**src/pbc_pkg.sv**
```systemverilog
// Shared constants and types for the pixel blit coprocessor
package pbc_pkg;
	localparam int PBC_AW = 20; // Pixel address width
	localparam int PBC_CW = 12; // Coordinate and extent width
	localparam int PBC_FIFO_DEPTH = 16; // Write buffer depth in words
	// Address update functions
	typedef enum logic [2:0] {
		F_BLIT = 3'h0, F_INV = 3'h1, F_FILL = 3'h2, F_WLINE = 3'h3,
		F_RLINE = 3'h4, F_WDS = 3'h5, F_RDS = 3'h6
	} pbc_func_t;
	// Per-pixel sequence, fetch states in order
	typedef enum logic [2:0] {
		S_IDLE = 3'h0, S_SRC = 3'h1, S_PAT = 3'h2, S_MSK = 3'h3,
		S_DST = 3'h4, S_MIX = 3'h5, S_STEP = 3'h6
	} pbc_state_t;
	localparam logic [1:0] MSK_OFF = 2'h0; // Mask ignored
	localparam logic [1:0] MSK_BND = 2'h1; // Boundary scissor only
	localparam logic [1:0] MSK_ON = 2'h2; // Contents plus boundary
	localparam logic [1:0] SRC_MAP = 2'h0; // Source from a map
	localparam logic [1:0] SRC_FG = 2'h1; // Fixed foreground colour
	localparam logic [1:0] PAT_FG = 2'h0; // Pattern forced foreground
	localparam logic [1:0] PAT_MAP = 2'h1; // Pattern from a map
	localparam logic [1:0] PAT_SRC = 2'h2; // Pattern from source != 0
	localparam logic [1:0] DM_FIRST = 2'h1; // First pixel null
	localparam logic [1:0] DM_LAST = 2'h2; // Last pixel null
	localparam logic [1:0] DM_OUTL = 2'h3; // Area outline
	localparam logic [1:0] ST_NONE = 2'h0; // Step codes
	localparam logic [1:0] ST_INC = 2'h1;
	localparam logic [1:0] ST_DEC = 2'h3;
	localparam logic [4:0] MIX_MAX = 5'h10; // Arithmetic mixes
	localparam logic [4:0] MIX_MIN = 5'h11;
	localparam logic [4:0] MIX_ADDS = 5'h12;
	localparam logic [4:0] MIX_SUBD = 5'h13;
	localparam logic [4:0] MIX_SUBS = 5'h14;
	localparam logic [4:0] MIX_AVG = 5'h15;
endpackage

```
**src/pbc_fifo.sv**
```systemverilog
// Write buffer between the pixel engine and the memory write port
`timescale 1ns/1ps
module pbc_fifo #(
	parameter int WIDTH = 8,
	parameter int DEPTH = 16
) (
	input wire logic clk_i,
	input wire logic rst_n_i,
	input wire logic in_valid_i,
	output logic in_ready_o,
	input wire logic [WIDTH-1:0] in_data_i,
	output logic out_valid_o,
	input wire logic out_ready_i,
	output logic [WIDTH-1:0] out_data_o,
	output logic empty_o
);
	localparam int PW = $clog2(DEPTH);
	if (DEPTH < 2 || (1 << PW) != DEPTH) $error("FIFO depth must be a power of two");
	logic [WIDTH-1:0] mem [DEPTH]; // Storage, no reset needed
	logic [PW-1:0] wp; // Write index
	logic [PW-1:0] rp; // Read index
	logic [PW:0] cnt; // Occupancy
	logic push;
	logic pop;
	assign in_ready_o = cnt != (PW+1)'(DEPTH);
	assign out_valid_o = cnt != '0;
	assign empty_o = cnt == '0;
	assign out_data_o = mem[rp];
	assign push = in_valid_i && in_ready_o;
	assign pop = out_valid_o && out_ready_i;
	// Data store
	always_ff @(posedge clk_i) begin
		if (push) begin
			mem[wp] <= in_data_i;
		end
	end
	// Pointers and count
	always_ff @(posedge clk_i or negedge rst_n_i) begin
		if (!rst_n_i) begin
			wp <= '0;
			rp <= '0;
			cnt <= '0;
		end else begin
			wp <= push ? wp + PW'(1) : wp;
			rp <= pop ? rp + PW'(1) : rp;
			cnt <= cnt + (PW+1)'(push) - (PW+1)'(pop);
		end
	end
endmodule

```
**src/pbc_engine.sv**
```systemverilog
// Pixel blit coprocessor drawing engine
`timescale 1ns/1ps
module pbc_engine import pbc_pkg::*; #(
	parameter int AW = PBC_AW,
	parameter int CW = PBC_CW,
	parameter int DEPTH = PBC_FIFO_DEPTH
) (
	input wire logic REF_CLK_I,
	input wire logic RST_N_I,
	input wire logic START_I,
	input wire logic [2:0] FUNC_I,
	input wire logic [1:0] SRC_SEL_I,
	input wire logic [1:0] PAT_SEL_I,
	input wire logic [1:0] SRC_MAP_I,
	input wire logic [1:0] PAT_MAP_I,
	input wire logic [1:0] DST_MAP_I,
	input wire logic [1:0] MSK_MODE_I,
	input wire logic [1:0] DRAW_MODE_I,
	input wire logic [4:0] FG_MIX_I,
	input wire logic [4:0] BG_MIX_I,
	input wire logic [7:0] FG_COLOR_I,
	input wire logic [7:0] BG_COLOR_I,
	input wire logic CMP_EN_I,
	input wire logic CMP_SEL_I,
	input wire logic [7:0] CMP_VAL_I,
	input wire logic [7:0] PLANE_MASK_I,
	input wire logic [3*AW-1:0] MAP_BASE_I,
	input wire logic [3*CW-1:0] MAP_W_I,
	input wire logic [3*CW-1:0] MAP_H_I,
	input wire logic [5:0] MAP_BPP_I,
	input wire logic [AW-1:0] MSK_BASE_I,
	input wire logic [CW-1:0] MSK_W_I,
	input wire logic [CW-1:0] MSK_H_I,
	input wire logic [CW-1:0] MSK_OFFX_I,
	input wire logic [CW-1:0] MSK_OFFY_I,
	input wire logic [CW-1:0] SRC_X_I,
	input wire logic [CW-1:0] SRC_Y_I,
	input wire logic [CW-1:0] PAT_X_I,
	input wire logic [CW-1:0] PAT_Y_I,
	input wire logic [CW-1:0] DST_X_I,
	input wire logic [CW-1:0] DST_Y_I,
	input wire logic [CW-1:0] CNT_W_I,
	input wire logic [CW-1:0] CNT_H_I,
	input wire logic [2:0] LINE_OCT_I,
	input wire logic [CW+1:0] LINE_ERR_I,
	input wire logic [CW+1:0] LINE_K1_I,
	input wire logic [CW+1:0] LINE_K2_I,
	input wire logic [3:0] STEP_DIR_I,
	input wire logic RD_ACK_I,
	input wire logic [7:0] RD_DATA_I,
	input wire logic WR_RDY_I,
	output logic BUSY_O,
	output logic DONE_O,
	output logic RD_REQ_O,
	output logic [AW-1:0] RD_ADDR_O,
	output logic WR_VLD_O,
	output logic [AW-1:0] WR_ADDR_O,
	output logic [7:0] WR_DATA_O
);
	if (CW < 2 || AW < CW) $error("Address narrower than coordinates");

	// Depth code to pixel value mask
	function automatic logic [7:0] dmask(input logic [1:0] b);
		case (b)
			2'h0: return 8'h01;
			2'h1: return 8'h03;
			2'h2: return 8'h0f;
			default: return 8'hff;
		endcase
	endfunction

	// One step of a coordinate, optionally wrapping inside ext
	function automatic logic [CW-1:0] step(input logic [CW-1:0] v, input logic [1:0] st,
			input logic [CW-1:0] ext, input logic wrap);
		if (st == ST_INC) return (wrap && v >= ext - CW'(1)) ? '0 : v + CW'(1);
		if (st == ST_DEC) return (wrap && (v == '0 || v >= ext)) ? ext - CW'(1) : v - CW'(1);
		return v;
	endfunction

	// Linear pixel address of x,y in a map
	function automatic logic [AW-1:0] paddr(input logic [AW-1:0] b, input logic [CW-1:0] w,
			input logic [CW-1:0] x, input logic [CW-1:0] y);
		return AW'(b + AW'(y) * AW'(w) + AW'(x));
	endfunction

	// Foreground or background mix of source and destination
	function automatic logic [7:0] mix(input logic [4:0] op, input logic [7:0] s,
			input logic [7:0] d, input logic [7:0] m);
		logic [8:0] t;
		t = 9'h000;
		if (op < MIX_MAX) begin
			// Truth table in op[3:0], indexed by source and destination bit
			t = {1'b0, ({8{op[3]}} & s & d) | ({8{op[2]}} & s & ~d)
				| ({8{op[1]}} & ~s & d) | ({8{op[0]}} & ~s & ~d)};
		end else begin
			case (op)
				MIX_MAX: t = {1'b0, (s > d) ? s : d};
				MIX_MIN: t = {1'b0, (s < d) ? s : d};
				MIX_ADDS: begin
					t = {1'b0, s} + {1'b0, d};
					t = (t > {1'b0, m}) ? {1'b0, m} : t;
				end
				MIX_SUBD: t = {1'b0, (d > s) ? d - s : 8'h00};
				MIX_SUBS: t = {1'b0, (s > d) ? s - d : 8'h00};
				MIX_AVG: t = ({1'b0, s} + {1'b0, d}) >> 1;
				default: t = {1'b0, d}; // Undefined codes keep the pixel
			endcase
		end
		return t[7:0] & m;
	endfunction

	pbc_state_t state; // Per-pixel sequence
	logic [AW-1:0] mb [4]; // Map fields by map number
	logic [CW-1:0] mw [4];
	logic [CW-1:0] mh [4];
	logic [1:0] md [4];
	logic [CW-1:0] sx, sy, px, py, dx, dy; // Map pointers
	logic [CW-1:0] cnt_x, cnt_y; // Progress counters
	logic signed [CW+1:0] err; // Line decision variable
	logic moved_y; // Last step changed y
	logic [7:0] src_pix, dst_pix; // Fetched pixels
	logic pat_bit, msk_bit;
	logic [1:0] st_x, st_y;
	logic blit_fn, rd_fn, row_end, last, in_dst, in_mask;
	logic need, pat_eff, msk_ok, cmp_ok, draw_ok, wr_ok, fifo_rdy, fifo_empty;
	logic [AW-1:0] fa;
	logic [CW-1:0] mx, my;
	logic [7:0] d_dm, mixv, wdata;

	// Three general maps; number 3 reads as an empty map
	for (genvar g = 0; g < 3; g++) begin : g_map
		assign mb[g] = MAP_BASE_I[g*AW +: AW];
		assign mw[g] = MAP_W_I[g*CW +: CW];
		assign mh[g] = MAP_H_I[g*CW +: CW];
		assign md[g] = MAP_BPP_I[g*2 +: 2];
	end
	assign mb[3] = '0;
	assign mw[3] = '0;
	assign mh[3] = '0;
	assign md[3] = '0;

	// Pointer stepping decisions
	always_comb begin
		blit_fn = FUNC_I == F_BLIT || FUNC_I == F_INV || FUNC_I == F_FILL;
		rd_fn = FUNC_I == F_RLINE || FUNC_I == F_RDS;
		row_end = cnt_x == CNT_W_I - CW'(1);
		st_x = ST_NONE;
		st_y = ST_NONE;
		if (blit_fn) begin
			// Inverted blit walks right to left, bottom to top
			st_x = (FUNC_I == F_INV) ? ST_DEC : ST_INC;
			st_y = row_end ? st_x : ST_NONE;
		end else if (FUNC_I == F_WLINE || FUNC_I == F_RLINE) begin
			// Major axis always moves, minor when err is not negative
			if (!LINE_OCT_I[2] || err >= 0) st_x = LINE_OCT_I[1] ? ST_DEC : ST_INC;
			if (LINE_OCT_I[2] || err >= 0) st_y = LINE_OCT_I[0] ? ST_DEC : ST_INC;
		end else begin
			st_x = STEP_DIR_I[1:0];
			st_y = STEP_DIR_I[3:2];
		end
		last = blit_fn ? (row_end && cnt_y == CNT_H_I - CW'(1)) : row_end;
	end

	// Fetch address, scissors and write decision for the current pixel
	always_comb begin
		d_dm = dmask(md[DST_MAP_I]);
		mx = dx - MSK_OFFX_I;
		my = dy - MSK_OFFY_I;
		in_dst = dx < mw[DST_MAP_I] && dy < mh[DST_MAP_I];
		in_mask = dx >= MSK_OFFX_I && dy >= MSK_OFFY_I && mx < MSK_W_I && my < MSK_H_I;
		case (state)
			S_SRC: begin
				need = SRC_SEL_I == SRC_MAP;
				fa = paddr(mb[SRC_MAP_I], mw[SRC_MAP_I], sx, sy);
			end
			S_PAT: begin
				need = PAT_SEL_I == PAT_MAP;
				fa = paddr(mb[PAT_MAP_I], mw[PAT_MAP_I], px, py);
			end
			S_MSK: begin
				need = MSK_MODE_I == MSK_ON && in_mask;
				fa = paddr(MSK_BASE_I, MSK_W_I, mx, my);
			end
			default: begin
				need = in_dst;
				fa = paddr(mb[DST_MAP_I], mw[DST_MAP_I], dx, dy);
			end
		endcase
		pat_eff = (PAT_SEL_I == PAT_MAP) ? pat_bit : (PAT_SEL_I == PAT_SRC) ? |src_pix : 1'b1;
		// Mask bit set means the window is open at this pixel
		msk_ok = (MSK_MODE_I == MSK_ON) ? (in_mask && msk_bit) :
			(MSK_MODE_I == MSK_BND) ? in_mask : 1'b1;
		cmp_ok = !CMP_EN_I || ((dst_pix == (CMP_VAL_I & d_dm)) == CMP_SEL_I);
		draw_ok = 1'b1;
		if (!blit_fn) begin
			case (DRAW_MODE_I)
				DM_FIRST: draw_ok = cnt_x != '0;
				DM_LAST: draw_ok = !row_end;
				DM_OUTL: draw_ok = cnt_x == '0 || moved_y;
				default: draw_ok = 1'b1;
			endcase
		end
		mixv = mix(pat_eff ? FG_MIX_I : BG_MIX_I, src_pix, dst_pix, d_dm);
		wdata = ((mixv & PLANE_MASK_I) | (dst_pix & ~PLANE_MASK_I)) & d_dm;
		wr_ok = !rd_fn && in_dst && msk_ok && cmp_ok && draw_ok;
	end

	// Pixel sequence, memory reads and completion
	always_ff @(posedge REF_CLK_I or negedge RST_N_I) begin
		if (!RST_N_I) begin
			state <= S_IDLE;
			BUSY_O <= 1'b0;
			DONE_O <= 1'b0;
			RD_REQ_O <= 1'b0;
			RD_ADDR_O <= '0;
			src_pix <= 8'h00;
			dst_pix <= 8'h00;
			pat_bit <= 1'b0;
			msk_bit <= 1'b0;
		end else begin
			DONE_O <= 1'b0;
			case (state)
				S_IDLE: if (START_I) begin
					// Start is taken only here, so a busy engine ignores it
					state <= S_SRC;
					BUSY_O <= 1'b1;
				end
				S_SRC, S_PAT, S_MSK, S_DST: begin
					if (!need) begin
						if (state == S_SRC) src_pix <= (SRC_SEL_I == SRC_FG) ? FG_COLOR_I : BG_COLOR_I;
						state <= pbc_state_t'(state + 3'h1);
					end else if (!RD_REQ_O) begin
						// Destination read waits for buffered writes to drain
						if (state != S_DST || fifo_empty) begin
							RD_REQ_O <= 1'b1;
							RD_ADDR_O <= fa;
						end
					end else if (RD_ACK_I) begin
						RD_REQ_O <= 1'b0;
						if (state == S_SRC) src_pix <= RD_DATA_I & dmask(md[SRC_MAP_I]);
						if (state == S_PAT) pat_bit <= RD_DATA_I[0];
						if (state == S_MSK) msk_bit <= RD_DATA_I[0];
						if (state == S_DST) dst_pix <= RD_DATA_I & d_dm;
						state <= pbc_state_t'(state + 3'h1);
					end
				end
				S_MIX: if (!wr_ok || fifo_rdy) state <= S_STEP;
				default: begin
					if (last) begin
						state <= S_IDLE;
						BUSY_O <= 1'b0;
						DONE_O <= 1'b1;
					end else begin
						state <= S_SRC;
					end
				end
			endcase
		end
	end

	// Pointer, counter and line error updates
	always_ff @(posedge REF_CLK_I or negedge RST_N_I) begin
		if (!RST_N_I) begin
			{sx, sy, px, py, dx, dy, cnt_x, cnt_y} <= '0;
			err <= '0;
			moved_y <= 1'b0;
		end else if (state == S_IDLE && START_I) begin
			{sx, sy, px, py} <= {SRC_X_I, SRC_Y_I, PAT_X_I, PAT_Y_I};
			{dx, dy, cnt_x, cnt_y} <= {DST_X_I, DST_Y_I, {CW{1'b0}}, {CW{1'b0}}};
			err <= LINE_ERR_I;
			moved_y <= 1'b0;
		end else if (state == S_STEP) begin
			moved_y <= st_y != ST_NONE;
			err <= err + ((err >= 0) ? LINE_K2_I : LINE_K1_I);
			if (blit_fn && row_end) begin
				// New row: x pointers return to their start columns
				{sx, px, dx} <= {SRC_X_I, PAT_X_I, DST_X_I};
				cnt_x <= '0;
				cnt_y <= cnt_y + CW'(1);
			end else begin
				sx <= step(sx, st_x, mw[SRC_MAP_I], 1'b1);
				px <= step(px, st_x, mw[PAT_MAP_I], 1'b1);
				dx <= step(dx, st_x, mw[DST_MAP_I], 1'b0);
				cnt_x <= cnt_x + CW'(1);
			end
			sy <= step(sy, st_y, mh[SRC_MAP_I], 1'b1);
			py <= step(py, st_y, mh[PAT_MAP_I], 1'b1);
			dy <= step(dy, st_y, mh[DST_MAP_I], 1'b0);
		end
	end

	// Write buffer toward pixel memory
	pbc_fifo #(.WIDTH(AW + 8), .DEPTH(DEPTH)) u_wbuf (
		.clk_i(REF_CLK_I),
		.rst_n_i(RST_N_I),
		.in_valid_i(state == S_MIX && wr_ok),
		.in_ready_o(fifo_rdy),
		.in_data_i({fa, wdata}),
		.out_valid_o(WR_VLD_O),
		.out_ready_i(WR_RDY_I),
		.out_data_o({WR_ADDR_O, WR_DATA_O}),
		.empty_o(fifo_empty)
	);
endmodule

```
**config.mk**
```make
export PLATFORM = sky130hd
export DESIGN_NAME = pbc_engine
export DESIGN_NICKNAME = d
export VERILOG_FILES = /design/src/pbc_pkg.sv /design/src/pbc_fifo.sv /design/src/pbc_engine.sv
export SDC_FILE = /design/constraint.sdc
export NUM_CORES = 2
export LEC_CHECK = 0
export BUFFER_PORTS_ARGS = -buffer_cell sky130_fd_sc_hd__buf_2
export CAP_MARGIN = 20
export CORE_MARGIN = 1.5
export CORE_UTILIZATION = 34
export DETAILED_ROUTE_END_ITERATION = 8
export PLACE_DENSITY = 0.47
export SLEW_MARGIN = 20
export SYNTH_ARGS = -nofsm -noshare
export SYNTH_HDL_FRONTEND = slang
export SYNTH_SLANG_ARGS = --single-unit
```
**constraint.sdc**
```tcl
create_clock -name REF_CLK_I -period 12.2 [get_ports REF_CLK_I]
set_clock_uncertainty 0.1 [all_clocks]
set_input_delay 1.83 -clock REF_CLK_I [delete_from_list [all_inputs] [get_ports REF_CLK_I]]
set_output_delay 1.83 -clock REF_CLK_I [all_outputs]
set_load 0.05 [all_outputs]
```
* After elaboration in Yosys (flattened, before gate mapping)
Memory sizes are Yosys's and may differ from the RTL's.
Cells that the tools add are included.
** Word-level totals
- Bits in registers :: 168
- Memory bits (writable) :: 448
- Input bits :: 425
- Word-level logic and storage cells :: 394
- Memories kept :: 1
** Memory list
- u_wbuf.mem :: depth 16, bits a word 28, read ports 1, clocked after Yosys merged registers in 0, write ports 1, RTL line pbc_fifo.sv:19 : logic [WIDTH-1:0] mem [DEPTH];
** Operators by class
- Add/sub/neg operators :: 39
- Multiply operators :: 4
- Magnitude comparators :: 23
- Eq/ne operators :: 45
- Multiplexer cells :: 164
- Bitwise logic cells :: 27
- Reduce and logical (&&, ||, !) cells :: 69
** Operators by type and width (number)
- $mux 12 :: 65
- $bmux 12 s2 :: 6
- $sub 12x1->12 const B :: 12
- $mux 8 :: 17
- $and 8x8->8 :: 15
- $bmux 20 s2 :: 3
- $ge 12x12->1 :: 10
- $mux 20 :: 6
- $add 12x1->12 const B :: 8
- $add 20x12->20 :: 4
- $add 20x20->20 :: 4
- $mul 12x12->20 :: 4
- $logic_not 12->1 :: 5
- $pmux 20 s3 :: 1
- $lt 12x12->1 :: 4
- $pmux 8 s3 :: 2
- $pmux 8 s6 :: 1
- $mux 14 :: 3
- $mux 1 :: 34
- $or 8x8->8 :: 4
- $eq 5x5->1 const B :: 6
- $mux 2 :: 14
- $eq 12x12->1 :: 2
- $not 8->8 :: 3
- other kinds (51) :: 138

* Logic depth before layout (Yosys ltp)
- Depth after elaboration :: 19
- Mapped depth :: 32
- Mapped depth without buffers :: 30

* Modules after synthesis
Synthesis repeated with hierarchy kept, for this count alone.
** Second synthesis, totals
- Cell total of the unflattened synthesis :: 6119
- Area, all modules :: 60500.5 um2
** By module, submodules not included
- pbc_engine :: times used 1, cells each 5226, area an instance 42568.3 um2, sequential area each 3878.7 um2
- pbc_fifo :: times used 1, cells each 893, area an instance 17932.2 um2, sequential area each 13778.2 um2

* Worst setup path after synthesis
No wires, ideal clock.
- Path kind :: input -> register
- Start point :: input port MSK_OFFY_I[0]
- End point :: register RD_ADDR_O[15]
- Library setup time :: 0.068 ns
- Arrival :: 9.181 ns
- Data required time :: 12.032 ns
- Slack :: 2.851 ns
- Stages on the path :: 27
- Path through :: ha_1 > fa_1 > nor2b_1 > o2111ai_1 > and3_1 > o21ai_1 > nand2_1 > and2_1 > fa_1 > inv_1 > fa_1 > inv_1 > fa_1 > fa_1 > fa_1 > fa_1 > ha_1 > a21oi_1 > o21bai_1 > a21oi_1 > o21ai_0 > a21oi_1 > nor2b_1 > or4b_1 > a31o_2 > a22oi_1 > mux2_2
** RTL lines
- start, declared :: RTL line pbc_engine.sv:35 : input wire logic [CW-1:0] MSK_OFFY_I,
- $sub 12x12->12 :: RTL line pbc_engine.sv:168 : my = dy - MSK_OFFY_I;
- $mul 12x12->20 :: RTL line pbc_engine.sv:83 : return AW'(b + AW'(y) * AW'(w) + AW'(x));
- $add 20x20->20 :: RTL line pbc_engine.sv:83
- $add 20x12->20 :: RTL line pbc_engine.sv:83
- $pmux 20 s3 :: RTL line pbc_engine.sv:171 : case (state)
- via fa[15] :: RTL line pbc_engine.sv:126 : logic [AW-1:0] fa;
- end signal, assigned :: RTL line pbc_engine.sv:215 : RD_ADDR_O <= '0;
- end signal, assigned :: RTL line pbc_engine.sv:236 : RD_ADDR_O <= fa;
- end, declared :: RTL line pbc_engine.sv:55 : output logic [AW-1:0] RD_ADDR_O,
The timed path passes the listed nets, and every way through them passes these cells.
A chain may end at the register's enable or synchronous reset.

* Worst setup path after layout
- Start point :: input port MSK_OFFY_I[0]
- End point :: register RD_ADDR_O[18]
The elaborated chain is that of the path after synthesis.

==> results by group <==
Clock network
  – Post-CTS setup buffers: 0
  – Root Buffer: clkbuf_16
  – Sink Count: 616
  – Clock Tree Buf Depth: 3
  – CTS Buf Count: 74
  – CTS clk-pin slew, worst paths: 60 ps
  – CTS Hold Bufs: 0
  – Resized cells post-CTS: 0
  – TritonCTS clock tree: done
  – H-tree Lvls: 3
  – Clk_lat worst skew: 700 ps

STA
  – Highest clock rate: 0.1015 GHz
  – Relative max-transition margin: 0.2616
  – Final cycle utilization of the critical path: 0.8076
  – Worst slew pin tran: 1108 ps
  – Final min period: 9853 ps
  – Final setup viols: 0
  – Final hold vios: 0
  – Worst hold margin: 384.6 ps
  – RSZ-0062 raised after global routing: false
  – Setup TNS: 0 ps
  – Final Slew Violations: 0

Synth
  – Synthesized flop and latch total: 616
  – Compound-gate portion of the synthesized area: 0.1096
  – Adder-cell area share of the yosys netlist: 0.2669
  – Syn Std Cell Area: 60110 um2
  – XOR/XNOR Fraction of Synth Area: 0.04234
  – Ys async rst share: 0.2727
  – EDFF count, synth: 448
  – Unique masters post-synth: 106
  – Ys Warns: 0
  – Synth Instances: 5943
  – Mux contribution to synthesized area: 0.09573
  – Largest family of logic cells by synthesized area: adder cells
  – Synth Area in Simple Gates: 0.1252
  – Syn avg cell area: 10.11 um2
  – Syn_nets: 7353
  – Ys flop type: edfxtp_1
  – Sequential share of the synthesized area: 0.2937

Global routing
  – Largest net degree at the start of global routing: 75
  – Initial antenna violation count: 23
  – GRT overflow: 0
  – GRT Util Overall: 0.2383
  – Number of global-route vias before repair: 47220
  – First-pass GRT wire length: 316500 um

Floorplan
  – Initial Util: 0.3417
  – DIE WIDTH: 423.5 um
  – Die Footprint: 179300 um2
  – Io pins: 477
  – Die height: 423.5 um
  – Row count: 154
  – Core Region: 175900 um2

Routing
  – Vias: 46010
  – Total wire length: 215400 um
  – Antenna Nets Post-Route: 0
  – Avg Vias per Cell: 5.251
  – DRT iter0 DRCs: 3058
  – Detailed Routing Iterations Pass 1: 6
  – DRC viols: 0
  – Routed len/inst: 24.59 um

Worst setup path
  – Crit path buf inv count: 4
  – CP most frequent cell: fa_1
  – Critical Path Sink Type: flip-flop
  – CP arrival: 10300 ps
  – CP Launch Type: primary input
  – CP max stage delay: 580 ps
  – CP required: 12650 ps
  – Crit Path Class: primary input to flip-flop
  – Critical path's top delay family: adder cells
  – CP max stage cell: fa_1
  – CP Max Fanout: 17

Final layout
  – Synthesis-to-finish area growth: 13.28%
  – Share of cells above drive strength 1: 0.1601
  – Fin nets: 7761
  – Final Cell Area: 68090 um2
  – Commonest non-fill, non-tap cells in the layout: inv_1 (751), nand2_1 (668), fa_1 (495)
  – Commonest non-fill, non-tap cell in the layout: inv_1

Run
  – Max-cap viol count: 0

Run status
  – Outcome: completed

Placement
  – DP HPWL: 166600 um
  – Placed cell areas: 65560 um2
  – Input/output buffers: 476
  – Routability congestion estimate from global placement: 0.9589

Hold path
  – Worst hold path class: flip-flop to flip-flop
state kept, by name, summed over array words and instances, names as in the netlist, 3 cells and up:
name	cells
RD_ADDR_O	20
cnt_x	12
cnt_y	12
dst_pix	8
dx	12
dy	12
err	14
px	12
py	12
src_pix	8
state	3
sx	12
sy	12
u_wbuf.cnt	5
u_wbuf.mem	448
u_wbuf.rp	4
u_wbuf.wp	4
per-stage QoR:
stage          cells    util  setup slack (ps)
2_1_floorplan   5943       -              2851
3_3_place_gp    8610  0.3725              1804
3_5_place_dp    8613  0.3727              1566
4_1_cts         8745  0.3866              2275
5_1_grt         8757  0.3870              2013
6_report        8761  0.3871              2347
cell usage after synthesis, types with 26 or more instances:
master    instances  share of area
buf_2            26         0.0022
clkbuf_1        226          0.014
mux2_2           60          0.011
xnor2_1         194          0.028
nand2_1         669          0.042
and3_1           45         0.0047
o21a_1           39         0.0049
xor2_1           94          0.014
mux4_2          148          0.055
a211oi_1         45         0.0056
nor2_1          319          0.020
inv_1           751          0.047
fa_1            495           0.16
nor3_1           77         0.0064
a31oi_1          47         0.0049
nand4_1          40         0.0042
buf_1            39         0.0024
edfxtp_1        448           0.22
o31ai_1          26         0.0032
a21o_1           53         0.0066
nor4_1           33         0.0034
a21oi_1         211          0.018
o22ai_1          46         0.0048
nand2b_1         37         0.0039
nand3_1          79         0.0066
dfrtp_1         168          0.070
ha_1            490           0.10
o21ai_0         307          0.026
nor2b_1          32         0.0033
and2_1          160          0.017
mux2i_1         173          0.029
path summary, 6_finish.rpt:
check                              startpoint       endpoint  slack [ps]  depth (start not counted)
max in group asynchronous             RST_N_I        pat_bit        8960                          3
worst max register to register          dy[0]  RD_ADDR_O[18]        2680                         28
worst min register to register        moved_y        moved_y         380                          2
min in group asynchronous             RST_N_I         err[6]        1020                          1
worst max-delay path            MSK_OFFY_I[0]  RD_ADDR_O[18]        2350                         28
worst min-delay path                  moved_y        moved_y         380                          2
final cells by class:
type	instances	area [um2]
Inverter	755	2834
Tap cell	2340	2928
Clock inverter	38	488.0
Multi-Input combinational cell	4276	38640
Sequential cell	616	17670
Antenna cell	14	35.03
Timing Repair Buffer	628	3537
Fill cell	17470	107800
Clock buffer	94	1967
worst min-delay path, delay by kind of cell (launching register included):
family           cells  cell delay (ps)
AO/OA/AOI/OAI        1               60
AND/OR/NAND/NOR      1               50
flip-flops           1              340
metal layers:
layer | track usage | up-vias | routed length, um
li1 | - | 21370 | -
met1 | 0.2915 | 23150 | 87740
met2 | 0.4181 | 1150 | 108200
met3 | 0.02953 | 334 | 8474
met4 | 0.1068 | 10 | 10880
met5 | 0 | - | 75
cell families after synthesis:
family	Yosys count
xor gates and xnor gates	289
muxes	382
AOI/OAI and AO/OA	1029
DFF	616
buffers and inverters	1051
adders and majority gates	985
and+or+nand+nor	1591
Power is left out: the tool's default activity adds up to more than one toggle a clock period on the data nets, which glitch-free logic cannot reach.
